<file path="src/core/icl_pkg.sv">
// Shared constants and types for the inching level control block.
// Assumes a single 25 MHz clock and a plain register port with 16-bit data.
package icl_pkg;

  // Data and level scaling: level counts in hundredths of a percent
  localparam int unsigned DATA_W    = 16;
  localparam int unsigned ADDR_W    = 8;
  localparam logic [15:0] LEVEL_MIN = 16'h0000;
  localparam logic [15:0] LEVEL_MAX = 16'h2710;

  // Clock and ramp time base; ramp settings count in milliseconds
  localparam int unsigned CLK_HZ       = 25_000_000;
  localparam int unsigned RAMP_TICK_MS = 1;
  localparam logic [31:0] CYC_PER_TICK =
    32'(CLK_HZ / 1000 * RAMP_TICK_MS);

  // Source selection: 8 source kinds of 8 instances each
  localparam int unsigned SRC_KIND_W = 3;
  localparam int unsigned SRC_IDX_W  = 3;
  localparam int unsigned SRC_COUNT  = 64;
  localparam logic [2:0]  SRC_NOT_USED = 3'h0;

  // Register offsets
  localparam logic [7:0] REG_CTRL       = 8'h00;
  localparam logic [7:0] REG_UP_RAMP    = 8'h04;
  localparam logic [7:0] REG_DOWN_RAMP  = 8'h08;
  localparam logic [7:0] REG_UP_NOTCH   = 8'h0c;
  localparam logic [7:0] REG_DOWN_NOTCH = 8'h10;
  localparam logic [7:0] REG_START      = 8'h14;
  localparam logic [7:0] REG_UP_SRC     = 8'h18;
  localparam logic [7:0] REG_DOWN_SRC   = 8'h1c;
  localparam logic [7:0] REG_UP_LO      = 8'h20;
  localparam logic [7:0] REG_UP_HI      = 8'h24;
  localparam logic [7:0] REG_DOWN_LO    = 8'h28;
  localparam logic [7:0] REG_DOWN_HI    = 8'h2c;
  localparam logic [7:0] REG_LEVEL      = 8'h30;
  localparam logic [7:0] REG_STATUS     = 8'h34;

  // Field positions in CTRL and the source selector registers
  localparam int unsigned CTRL_EN_BIT   = 0;
  localparam int unsigned CTRL_UPM_BIT  = 1;
  localparam int unsigned CTRL_DNM_BIT  = 2;
  localparam int unsigned SRC_IDX_LSB   = 0;
  localparam int unsigned SRC_KIND_LSB  = 4;

  // Values after reset
  localparam logic [15:0] RAMP_RST  = 16'h03e8;
  localparam logic [15:0] NOTCH_RST = 16'h03e8;
  localparam logic [15:0] START_RST = 16'h0000;
  localparam logic [15:0] LO_RST    = 16'h0000;
  localparam logic [15:0] HI_RST    = 16'h8000;

  typedef logic [15:0] icl_word_t;

  // Response per direction
  typedef enum logic {
    ICL_RAMP  = 1'b0,
    ICL_NOTCH = 1'b1
  } icl_resp_e;

  // Motion of the level
  typedef enum logic [2:0] {
    ICL_HOLD = 3'b001,
    ICL_UP   = 3'b010,
    ICL_DOWN = 3'b100
  } icl_motion_e;

  typedef struct packed {
    logic [2:0] kind;
    logic [2:0] index;
  } icl_src_sel_s;

  typedef struct packed {
    icl_resp_e    resp;
    icl_word_t    ramp_ms;
    icl_word_t    notch;
    icl_src_sel_s src;
    icl_word_t    thr_lo;
    icl_word_t    thr_hi;
  } icl_dir_cfg_s;

endpackage

</file>
<file path="src/core/icl_cmd_input.sv">
// One command input: source picker plus analog-to-digital hysteresis.
// Source values are synchronous to clk_i; binary kinds are flagged by caller.
`timescale 1ns/10ps
module icl_cmd_input
  import icl_pkg::*;
(
  // Clock and reset
  input  wire logic                        clk_i,
  input  wire logic                        rst_b_i,
  // Selection and thresholds
  input  wire icl_src_sel_s                sel_i,
  input  wire icl_word_t                   thr_lo_i,
  input  wire icl_word_t                   thr_hi_i,
  // Candidate sources
  input  wire icl_word_t [SRC_COUNT-1:0]   src_data_i,
  input  wire logic [7:0]                  src_binary_i,
  // Digital command state
  output logic                             cmd_o
);

  icl_word_t value;
  logic      binary;
  logic      cmd_d;

  assign value  = src_data_i[{sel_i.kind, sel_i.index}];
  assign binary = src_binary_i[sel_i.kind];

  always_comb begin
    cmd_d = cmd_o;
    if (sel_i.kind == SRC_NOT_USED) begin
      cmd_d = 1'b0;
    end else if (binary) begin
      cmd_d = (value != 16'h0000);
    end else if (value <= thr_lo_i) begin
      cmd_d = 1'b0;
    end else if (value >= thr_hi_i) begin
      cmd_d = 1'b1;
    end
  end

  always_ff @(posedge clk_i or negedge rst_b_i) begin
    if (!rst_b_i) begin
      cmd_o <= 1'b0;
    end else begin
      cmd_o <= cmd_d;
    end
  end
endmodule

</file>
<file path="src/core/icl_inching.sv">
// Inching level control: two command inputs move a 0..100 % level.
// Assumes one 25 MHz clock, source values synchronous to it.
`timescale 1ns/10ps
module icl_inching
  import icl_pkg::*;
(
  // Clock and reset
  input  wire logic                       clk_i,
  input  wire logic                       rst_b_i,
  // Register port
  input  wire logic [ADDR_W-1:0]          addr_i,
  input  wire icl_word_t                  wdata_i,
  input  wire logic                       wr_i,
  input  wire logic                       rd_i,
  output icl_word_t                       rdata_o,
  // Command sources
  input  wire icl_word_t [SRC_COUNT-1:0]  src_data_i,
  input  wire logic [7:0]                 src_binary_i,
  // Level and command state
  output icl_word_t                       level_o,
  output logic                            up_cmd_o,
  output logic                            down_cmd_o
);

  logic         enable_q;
  icl_dir_cfg_s up_cfg_q;
  icl_dir_cfg_s dn_cfg_q;
  icl_word_t    start_q;
  icl_word_t    level_q;
  icl_word_t    level_d;
  logic         started_q;
  logic         started_d;
  logic         up_prev_q;
  logic         dn_prev_q;
  logic [31:0]  acc_q;
  logic [31:0]  acc_d;
  icl_motion_e  motion_q;
  icl_motion_e  motion_d;
  logic         up_cmd;
  logic         dn_cmd;
  logic         up_rise;
  logic         dn_rise;
  logic [31:0]  up_limit;
  logic [31:0]  dn_limit;
  logic [31:0]  acc_sum;
  icl_word_t    rdata_d;

  function automatic icl_word_t sat_add(input icl_word_t a,
                                        input icl_word_t b);
    logic [16:0] s;
    s = {1'b0, a} + {1'b0, b};
    return (s > {1'b0, LEVEL_MAX}) ? LEVEL_MAX : s[15:0];
  endfunction

  function automatic icl_word_t sat_sub(input icl_word_t a,
                                        input icl_word_t b);
    return (a > b) ? a - b : LEVEL_MIN;
  endfunction

  // Register writes
  always_ff @(posedge clk_i or negedge rst_b_i) begin
    if (!rst_b_i) begin
      enable_q <= 1'b0;
      up_cfg_q <= '{ICL_RAMP, RAMP_RST, NOTCH_RST, '0, LO_RST, HI_RST};
      dn_cfg_q <= '{ICL_RAMP, RAMP_RST, NOTCH_RST, '0, LO_RST, HI_RST};
      start_q  <= START_RST;
    end else if (wr_i) begin
      unique case (addr_i)
        REG_CTRL: begin
          enable_q      <= wdata_i[CTRL_EN_BIT];
          up_cfg_q.resp <= icl_resp_e'(wdata_i[CTRL_UPM_BIT]);
          dn_cfg_q.resp <= icl_resp_e'(wdata_i[CTRL_DNM_BIT]);
        end
        REG_UP_RAMP:    up_cfg_q.ramp_ms <= wdata_i;
        REG_DOWN_RAMP:  dn_cfg_q.ramp_ms <= wdata_i;
        REG_UP_NOTCH:   up_cfg_q.notch   <= wdata_i;
        REG_DOWN_NOTCH: dn_cfg_q.notch   <= wdata_i;
        REG_START:      start_q <= (wdata_i > LEVEL_MAX) ? LEVEL_MAX : wdata_i;
        REG_UP_SRC: begin
          up_cfg_q.src.kind  <= wdata_i[SRC_KIND_LSB +: SRC_KIND_W];
          up_cfg_q.src.index <= wdata_i[SRC_IDX_LSB +: SRC_IDX_W];
        end
        REG_DOWN_SRC: begin
          dn_cfg_q.src.kind  <= wdata_i[SRC_KIND_LSB +: SRC_KIND_W];
          dn_cfg_q.src.index <= wdata_i[SRC_IDX_LSB +: SRC_IDX_W];
        end
        REG_UP_LO:      up_cfg_q.thr_lo <= wdata_i;
        REG_UP_HI:      up_cfg_q.thr_hi <= wdata_i;
        REG_DOWN_LO:    dn_cfg_q.thr_lo <= wdata_i;
        REG_DOWN_HI:    dn_cfg_q.thr_hi <= wdata_i;
        default: ;
      endcase
    end
  end

  // Register reads; data stand for one cycle only, unmapped reads zero
  always_comb begin
    rdata_d = 16'h0000;
    unique case (addr_i)
      REG_CTRL:       rdata_d = {13'h0000, dn_cfg_q.resp, up_cfg_q.resp,
                                 enable_q};
      REG_UP_RAMP:    rdata_d = up_cfg_q.ramp_ms;
      REG_DOWN_RAMP:  rdata_d = dn_cfg_q.ramp_ms;
      REG_UP_NOTCH:   rdata_d = up_cfg_q.notch;
      REG_DOWN_NOTCH: rdata_d = dn_cfg_q.notch;
      REG_START:      rdata_d = start_q;
      REG_UP_SRC:     rdata_d = {9'h000, up_cfg_q.src.kind, 1'b0,
                                 up_cfg_q.src.index};
      REG_DOWN_SRC:   rdata_d = {9'h000, dn_cfg_q.src.kind, 1'b0,
                                 dn_cfg_q.src.index};
      REG_UP_LO:      rdata_d = up_cfg_q.thr_lo;
      REG_UP_HI:      rdata_d = up_cfg_q.thr_hi;
      REG_DOWN_LO:    rdata_d = dn_cfg_q.thr_lo;
      REG_DOWN_HI:    rdata_d = dn_cfg_q.thr_hi;
      REG_LEVEL:      rdata_d = level_q;
      REG_STATUS:     rdata_d = {10'h000, motion_q, started_q, dn_cmd,
                                 up_cmd};
      default:        rdata_d = 16'h0000;
    endcase
  end

  always_ff @(posedge clk_i or negedge rst_b_i) begin
    if (!rst_b_i) begin
      rdata_o <= 16'h0000;
    end else begin
      rdata_o <= rd_i ? rdata_d : 16'h0000;
    end
  end

  // Command inputs, one per direction
  icl_cmd_input u_up_cmd (
    .clk_i        (clk_i),
    .rst_b_i      (rst_b_i),
    .sel_i        (up_cfg_q.src),
    .thr_lo_i     (up_cfg_q.thr_lo),
    .thr_hi_i     (up_cfg_q.thr_hi),
    .src_data_i   (src_data_i),
    .src_binary_i (src_binary_i),
    .cmd_o        (up_cmd)
  );

  icl_cmd_input u_dn_cmd (
    .clk_i        (clk_i),
    .rst_b_i      (rst_b_i),
    .sel_i        (dn_cfg_q.src),
    .thr_lo_i     (dn_cfg_q.thr_lo),
    .thr_hi_i     (dn_cfg_q.thr_hi),
    .src_data_i   (src_data_i),
    .src_binary_i (src_binary_i),
    .cmd_o        (dn_cmd)
  );

  assign up_cmd_o   = up_cmd;
  assign down_cmd_o = dn_cmd;
  assign level_o    = level_q;

  // Edge memory for notch response
  always_ff @(posedge clk_i or negedge rst_b_i) begin
    if (!rst_b_i) begin
      up_prev_q <= 1'b0;
      dn_prev_q <= 1'b0;
    end else begin
      up_prev_q <= up_cmd;
      dn_prev_q <= dn_cmd;
    end
  end

  assign up_rise = up_cmd && !up_prev_q;
  assign dn_rise = dn_cmd && !dn_prev_q;

  // Exclusive-or decode of the two commands
  always_comb begin
    if (up_cmd && !dn_cmd) begin
      motion_d = ICL_UP;
    end else if (dn_cmd && !up_cmd) begin
      motion_d = ICL_DOWN;
    end else begin
      motion_d = ICL_HOLD;
    end
  end

  // Cycles for a full-span ramp; 16 x 15 bits never overflows 32 bits
  assign up_limit = 32'(up_cfg_q.ramp_ms) * CYC_PER_TICK;
  assign dn_limit = 32'(dn_cfg_q.ramp_ms) * CYC_PER_TICK;
  // Accumulator restarts whenever motion changes, so a ramp is not
  // nudged by fractional progress left from an earlier move.
  assign acc_sum  = ((motion_d == motion_q) ? acc_q : 32'h0000_0000)
                    + 32'(LEVEL_MAX);

  // Level update; fractional steps spread evenly by an accumulator
  always_comb begin
    level_d   = level_q;
    acc_d     = 32'h0000_0000;
    started_d = started_q;
    if (!enable_q) begin
      level_d   = start_q;
      started_d = 1'b0;
    end else if (!started_q && !up_cmd && !dn_cmd) begin
      level_d = start_q;
    end else begin
      started_d = 1'b1;
      unique case (motion_d)
        ICL_UP: begin
          if (up_cfg_q.resp == ICL_NOTCH) begin
            if (up_rise) begin
              level_d = sat_add(level_q, up_cfg_q.notch);
            end
          end else if (up_limit == 32'h0000_0000) begin
            level_d = LEVEL_MAX;
          end else if (acc_sum >= up_limit) begin
            level_d = sat_add(level_q, 16'h0001);
            acc_d   = acc_sum - up_limit;
          end else begin
            acc_d = acc_sum;
          end
        end
        ICL_DOWN: begin
          if (dn_cfg_q.resp == ICL_NOTCH) begin
            if (dn_rise) begin
              level_d = sat_sub(level_q, dn_cfg_q.notch);
            end
          end else if (dn_limit == 32'h0000_0000) begin
            level_d = LEVEL_MIN;
          end else if (acc_sum >= dn_limit) begin
            level_d = sat_sub(level_q, 16'h0001);
            acc_d   = acc_sum - dn_limit;
          end else begin
            acc_d = acc_sum;
          end
        end
        ICL_HOLD: level_d = level_q;
      endcase
    end
  end

  always_ff @(posedge clk_i or negedge rst_b_i) begin
    if (!rst_b_i) begin
      level_q   <= START_RST;
      started_q <= 1'b0;
      acc_q     <= 32'h0000_0000;
      motion_q  <= ICL_HOLD;
    end else begin
      level_q   <= level_d;
      started_q <= started_d;
      acc_q     <= acc_d;
      motion_q  <= motion_d;
    end
  end
endmodule

</file>
<file path="config.mk">
export PLATFORM = sky130hd
export DESIGN_NAME = icl_inching
export DESIGN_NICKNAME = d
export VERILOG_FILES = /design/src/core/icl_pkg.sv /design/src/core/icl_cmd_input.sv /design/src/core/icl_inching.sv
export SDC_FILE = /design/constraint.sdc
export NUM_CORES = 2
export LEC_CHECK = 0
export BUFFER_PORTS_ARGS = -buffer_cell sky130_fd_sc_hd__buf_4
export CAP_MARGIN = 20
export CORE_AREA = 2 2 424 426
export CTS_CLUSTER_DIAMETER = 60
export DETAILED_ROUTE_END_ITERATION = 10
export DIE_AREA = 0 0 426 428
export GPL_TIMING_DRIVEN = 0
export SLEW_MARGIN = 15
export SYNTH_ARGS = -nofsm -noshare
export SYNTH_HDL_FRONTEND = slang
export SYNTH_SLANG_ARGS = --single-unit
</file>
<file path="constraint.sdc">
create_clock -name clk_i -period 13.2 [get_ports clk_i]
set_input_delay 1.32 -clock clk_i [delete_from_list [all_inputs] [get_ports clk_i]]
set_output_delay 1.32 -clock clk_i [all_outputs]
set_load 0.02 [all_outputs]
</file>
* After elaboration in Yosys (flattened, before gate mapping) *
Cells that the tools add are included.

word-level totals
  bits in registers = 231
  bits of input ports = 1060
  output and inout port bits = 34
  word-level logic and storage cells = 153

cells by class
  add/subtract/negate cells = 7
  $mul = 2
  magnitude comparators = 15
  eq/ne operators = 23
  mux-type cells = 48
  reduce and logical (&&, ||, !) cells = 33

operator list
  kind                    count
  $mux 16                 18
  $mux 32                 9
  $pmux 16 s14            1
  $bmux 16 s6             2
  $ge 32x31->1            2
  $logic_not 32->1        2
  $pmux 32 s2             1
  $sub 32x31->32          2
  $mul 16x12->28 const B  2
  $eq 8x6->1 const B      6
  $gt 17x14->1 const B    2
  $add 32x14->32 const B  1
  $eq 8x5->1 const B      4
  $ge 16x16->1            2
  $le 16x16->1            2
  $pmux 16 s2             1
  $reduce_bool 16->1      2
  $reduce_and 2->1        12
  $add 16x1->17 const B   1
  $add 16x16->17          1
  $eq 8x4->1 const B      2
  $gt 16x1->1 const B     1
  $gt 16x14->1 const B    1
  $gt 16x16->1            1
  22 further kinds        50

* Longest topological paths before layout *
  depth after elaboration = 14
  gate-level depth with buffers = 34
  depth with buffers taken out = 30

* By module *
Synthesis repeated with hierarchy kept, for this count alone.

second synthesis, totals
  cell total of the unflattened synthesis = 4079
  area, all modules = 42082.9 um2

modules (own cells, without submodules)
  module                     times used  cells each  area each (um2)  seq. area each (um2)
  icl_inching                1           2632        23665.2          5764.3
  icl_cmd_input at u_up_cmd  1           737         9213.8           25.0
  icl_cmd_input at u_dn_cmd  1           710         9203.8           25.0

* Least setup slack after synthesis *
No wires, ideal clock.

  path kind = register to register
  start = register up_cfg_q[57] (netlist bit)
  end = register level_q[13], in the netlist level_o[13]
  setup time = 124 ps
  arrival = 6891 ps
  required time = 13076 ps
  slack = 6185 ps
  stages on the path, launching flop included = 32
  path buffers = 3
  period minus slack after synthesis = 7015 ps
  path through = dfstp_2 ha_1 ha_1 xor2_1 ha_1 a21o_1 fa_1 inv_1 fa_1 inv_1 ha_1 buf_4 nand2_1 nor2_2 nand2_1 o221ai_1 xnor2_1 ha_1 a21oi_1 o211ai_1 a31oi_1 nand3_1 maj3_2 maj3_2 a2111oi_0 nor4_1 a31o_1 buf_6 o221ai_4 buf_6 a21oi_1 a211o_1

on the way
  longest elaborated chain between the ends = 7
  elaborated cells on any way between the ends = 10
  classes of those cells = mul: 1; order compare: 1; eq/ne: 1; mux: 5; reduce/logical: 2

RTL lines
  element                                               line                source
  from (decl)                                           icl_inching.sv:26   icl_dir_cfg_s up_cfg_q;
  from (signal assigned)                                icl_inching.sv:64   up_cfg_q <= '{ICL_RAMP, RAMP_RST, NOTCH_RST, '0, LO_RST, HI_RST};
  $mul 16x12->28 *                                      icl_inching.sv:183  assign up_limit = 32'(up_cfg_q.ramp_ms) * CYC_PER_TICK;
  branches (longest 6 deep; another with $ge 32x31->1)  n/a
  to (signal assigned)                                  icl_inching.sv:243  level_q <= level_d;
  to (decl)                                             icl_inching.sv:29   icl_word_t level_q;

Mark *: on every way between the ends.
A chain may end at the register's enable or synchronous reset.

* Final worst setup path *
  start = register u_up_cmd.cmd_o
  end = register level_q[12], in the netlist level_o[12]

on the way
  longest elaborated chain between the ends = 10
  elaborated cells on any way between the ends = 25
  classes of those cells = add/sub: 1; order compare: 2; eq/ne: 9; mux: 6; reduce/logical: 7

RTL lines
  element                            line                                    source
  from (decl)                        icl_cmd_input.sv:18                     output logic cmd_o
  from (signal assigned)             icl_cmd_input.sv:45                     cmd_o <= cmd_d;
  $logic_not 1->1                    icl_inching.sv:175                      end else if (dn_cmd && !up_cmd) begin
  $logic_and 1x1->1                  icl_inching.sv:175
  $mux 3                             icl_inching.sv:175
  $mux 3 *                           icl_inching.sv:173                      if (up_cmd && !dn_cmd) begin
  via motion_d[0]                    icl_inching.sv:38                       icl_motion_e motion_d;
  $eq 3x3->1                         icl_inching.sv:187                      assign acc_sum = ((motion_d == motion_q) ? acc_q : 32'h0000_0000)
  $mux 32                            icl_inching.sv:187
  $add 32x14->32                     icl_inching.sv:188                      + 32'(LEVEL_MAX);
  $ge 32x31->1 (on tied branches)    icl_inching.sv:224, icl_inching.sv:210
  $ne 6x6->1 (no source line)        n/a
  $reduce_and 5->1 (no source line)  n/a

The timed path passes the listed nets; every way through them passes the cells marked *.

==> results_dict.tcl <==
set metrics [dict create \
    die_w_um 426 \
    r2r_end "level_o[12]$_DFFE_PN0P_" \
    route.met3.wl_um 35400 \
    startpoint_type "register" \
    path_common_cell "nand3_1" \
    r2r_slack_ns 4.25 \
    antenna_found_initial 197 \
    routedWlPerCell_um 44.5 \
    place_area_um2 53400 \
    ant_nets 0 \
    worst-endpoint-required_ns 13.64 \
    clock_skew_ns 0.0301 \
    fillers 18700 \
    design_area_um2 54600 \
    worstRegToRegCells 33 \
    viasPerCell 5.95 \
    drv_slew 0 \
    crit_type "reg -> reg" \
    drtIter0Drc 5215 \
    cts_tree "done" \
    status "complete, no violations" \
    power_density_nw_per_um2 71.0 \
    place.gp.congestion 1.02 \
    syn-num-nets 5259 \
    period_share 0.678 \
    port_buffers 1089 \
    timing.fmax_ghz 0.112 \
    worst_slew_pin_slew_ns 1.29 \
    ys_warn_count 0 \
    die_y_um 428 \
    grt_pass1_wl_um 422000 \
    rsz0062_at_grt "false" \
    crit_slowest_cell "dfrtp_1" \
    utilization 0.307 \
    hp-start "acc_q[1]$_DFF_PN0_" \
    m1WireLength_um 117000 \
    wl_met2_um 147000 \
    fin_nets 6427 \
    r2r_start "u_up_cmd.cmd_o$_DFFE_PN0P_" \
    synth_edf_count 0 \
    core_area_um2 178000 \
    hold_path.class "reg -> reg" \
    die_area_um2 182000 \
    synthDistinctLibCells 93 \
    syn_to_final_growth_pct 32.8 \
    max_stage_delay_ns 0.82 \
    clk_pin_slew_ns 0.07 \
    h-tree-depth 1 \
    routed.top_layer "met5" \
    grt_max_degree 103 \
    async_flop_share 1.00 \
    dr.pass1.iters 6 \
    clockBufferDepth 3 \
    initial_utilization 0.231 \
    cts_hold_buffers 0 \
    setup_viol 0 \
    io_pins 1094 \
    syn_inst 3749 \
    endpoint_kind "register" \
    totalNegativeSetupSlack_ns 0 \
    grtUsageTotal 0.352 \
    postCtsSetupBuffers 0 \
    fin_crit_ns 8.95 \
    holdPathEnd "acc_q[1]$_DFF_PN0_" \
    grt_pass1_vias 42700 \
    maxSlewHeadroom 0.138 \
    synth_seq_area_share 0.142 \
    netlist_area_um2 41100 \
    hold_depth 1 \
    vdd_drop_max_mv 0.0933 \
    num_vias 44100 \
    post_cts_resized 0 \
    synthFlopType "dfrtp_1" \
    total_leakage_power_nw 22.9 \
    wirelength_um 330000 \
    hold_viol 0 \
    ys_ff_latch 231 \
    num_rows 155 \
    avgSynthCellArea_um2 11.0 \
    clockRootBuffer "clkbuf_16" \
    critical_path.max_fanout 10 \
    drc 0 \
    cts-buffers-inserted 25 \
    dp_hpwl_um 288000 \
    insertion_delay_ns 0.58 \
    overflow 0 \
    cts.sinks 231 \
    final_layout_size_suffix_gt1_frac 0.434 \
    maxCapViolations 0 \
    crit_arrival_ns 9.40 \
]
[cells in the final DEF (no fill, tap or decap), drive strengths merged, types with 76 or more instances in the layout]
cell type and instances:
buf 1231, mux4 636, ha 374, inv 309, clkbuf 209, dfrtp 204, nand2 202, nor2 181
a21oi 152, mux2 129, o21ai 127, diode 124, xnor2 97, xor2 76, fa 76
[metrics by stage]
stage / instances / hold slack (ns) / setup WS (ns) / total power [mW]
3_5_place_dp: 7243 / 0.478 / 4.46 / 3.09
2_1_floorplan: 3749 / 0.454 / 6.19 / 2.04
4_1_cts: 7289 / 0.500 / 4.42 / 3.83
3_3_place_gp: 7193 / 0.472 / 4.50 / 3.03
5_1_grt: 7364 / 0.509 / 3.84 / 4.01
6_report: 7415 / 0.499 / 4.25 / 3.87
[worst max-delay path: cells and delay by family, from the launching register on]
family                     cells  cell delay, ns
adders and majority gates      5            1.32
and+or+nand+nor               12            3.10
buffers and inverters          8            1.76
DFF                            1            0.82
xor gates and xnor gates       2            0.37
AOI/OAI and AO/OA              6            1.41
[final cells by class]
type / count / area (um2) / share of cell area
clock buffer: 37 / 731 / 0.0134
antenna: 124 / 310 / 0.00569
inverter: 306 / 1150 / 0.0211
multi-input combinational: 2950 / 33100 / 0.606
clock inverter: 9 / 105 / 0.00193
sequential: 231 / 5810 / 0.107
tap: 2355 / 2950 / 0.0540
buffer: 262 / 1180 / 0.0217
timing repair buffer: 1141 / 9270 / 0.170
[how the worst max path moves through the flow]
stage,start,slack (ns),endpoint
2_1_floorplan,up_cfg_q[57]$_DFFE_PN1P_,6.19,level_o[13]$_DFFE_PN0P_
3_3_place_gp,u_up_cmd.cmd_o$_DFFE_PN0P_,4.50,level_o[12]$_DFFE_PN0P_
3_5_place_dp,u_up_cmd.cmd_o$_DFFE_PN0P_,4.46,level_o[12]$_DFFE_PN0P_
4_1_cts,u_up_cmd.cmd_o$_DFFE_PN0P_,4.42,level_o[12]$_DFFE_PN0P_
5_1_grt,u_up_cmd.cmd_o$_DFFE_PN0P_,3.84,level_o[12]$_DFFE_PN0P_
6_report,u_up_cmd.cmd_o$_DFFE_PN0P_,4.25,level_o[12]$_DFFE_PN0P_
[state kept, by name (all words and copies together) (netlist names)]
signal,count
dn_cfg_q,71
up_cfg_q,71
acc_q,32
level_o,16
rdata_o,16
start_q,16
motion_q,3
dn_prev_q,1
enable_q,1
started_q,1
u_dn_cmd.cmd_o,1
u_up_cmd.cmd_o,1
up_prev_q,1
[cells by family (layout without fill, tap and decap cells)]
| family | count (synthesis) | count (layout) | share of synthesized area |
|---|---|---|---|
| compound gates | 767 | 767 | 0.129 |
| xor+xnor | 173 | 173 | 0.0371 |
| fa+ha+maj | 458 | 458 | 0.153 |
| buf+inv | 568 | 1755 | 0.0538 |
| flops | 231 | 231 | 0.142 |
| mux | 826 | 826 | 0.399 |
| other cells | 0 | 124 | 0 |
| simple gates | 726 | 726 | 0.0870 |
[routing by layer]
| metal | vias up | GRT usage |
|---|---|---|
| met5 | - | 0 |
| met1 | 22700 | 0.401 |
| li1 | 17400 | - |
| met2 | 3108 | 0.544 |
| met4 | 86 | 0.257 |
| met3 | 866 | 0.123 |
[Yosys cell counts (38+ instances only)]
| master | number | area share |
|---|---|---|
| a21o_1 | 67 | 0.012 |
| a21oi_1 | 152 | 0.019 |
| a22o_1 | 38 | 0.0081 |
| a31oi_1 | 40 | 0.0061 |
| buf_1 | 61 | 0.0056 |
| clkbuf_1 | 171 | 0.016 |
| dfrtp_1 | 204 | 0.12 |
| fa_1 | 76 | 0.037 |
| ha_1 | 374 | 0.11 |
| inv_1 | 306 | 0.028 |
| mux2_2 | 129 | 0.035 |
| mux2i_1 | 61 | 0.015 |
| mux4_2 | 636 | 0.35 |
| nand2_1 | 202 | 0.018 |
| nand3_1 | 58 | 0.0071 |
| nand4_1 | 43 | 0.0065 |
| nor2_1 | 179 | 0.016 |
| nor3_1 | 42 | 0.0051 |
| o21ai_0 | 123 | 0.015 |
| o22ai_1 | 53 | 0.0081 |
| xnor2_1 | 96 | 0.020 |
| xor2_1 | 76 | 0.016 |
[report_power, final]
part           switching, mW  internal [mW]  leakage, nW
registers             0.0625          0.739         3.10
logic                   1.32           1.02         19.4
clock network          0.330          0.408        0.405
total                   1.71           2.16         22.9
Power figures use the tool's default switching activity.
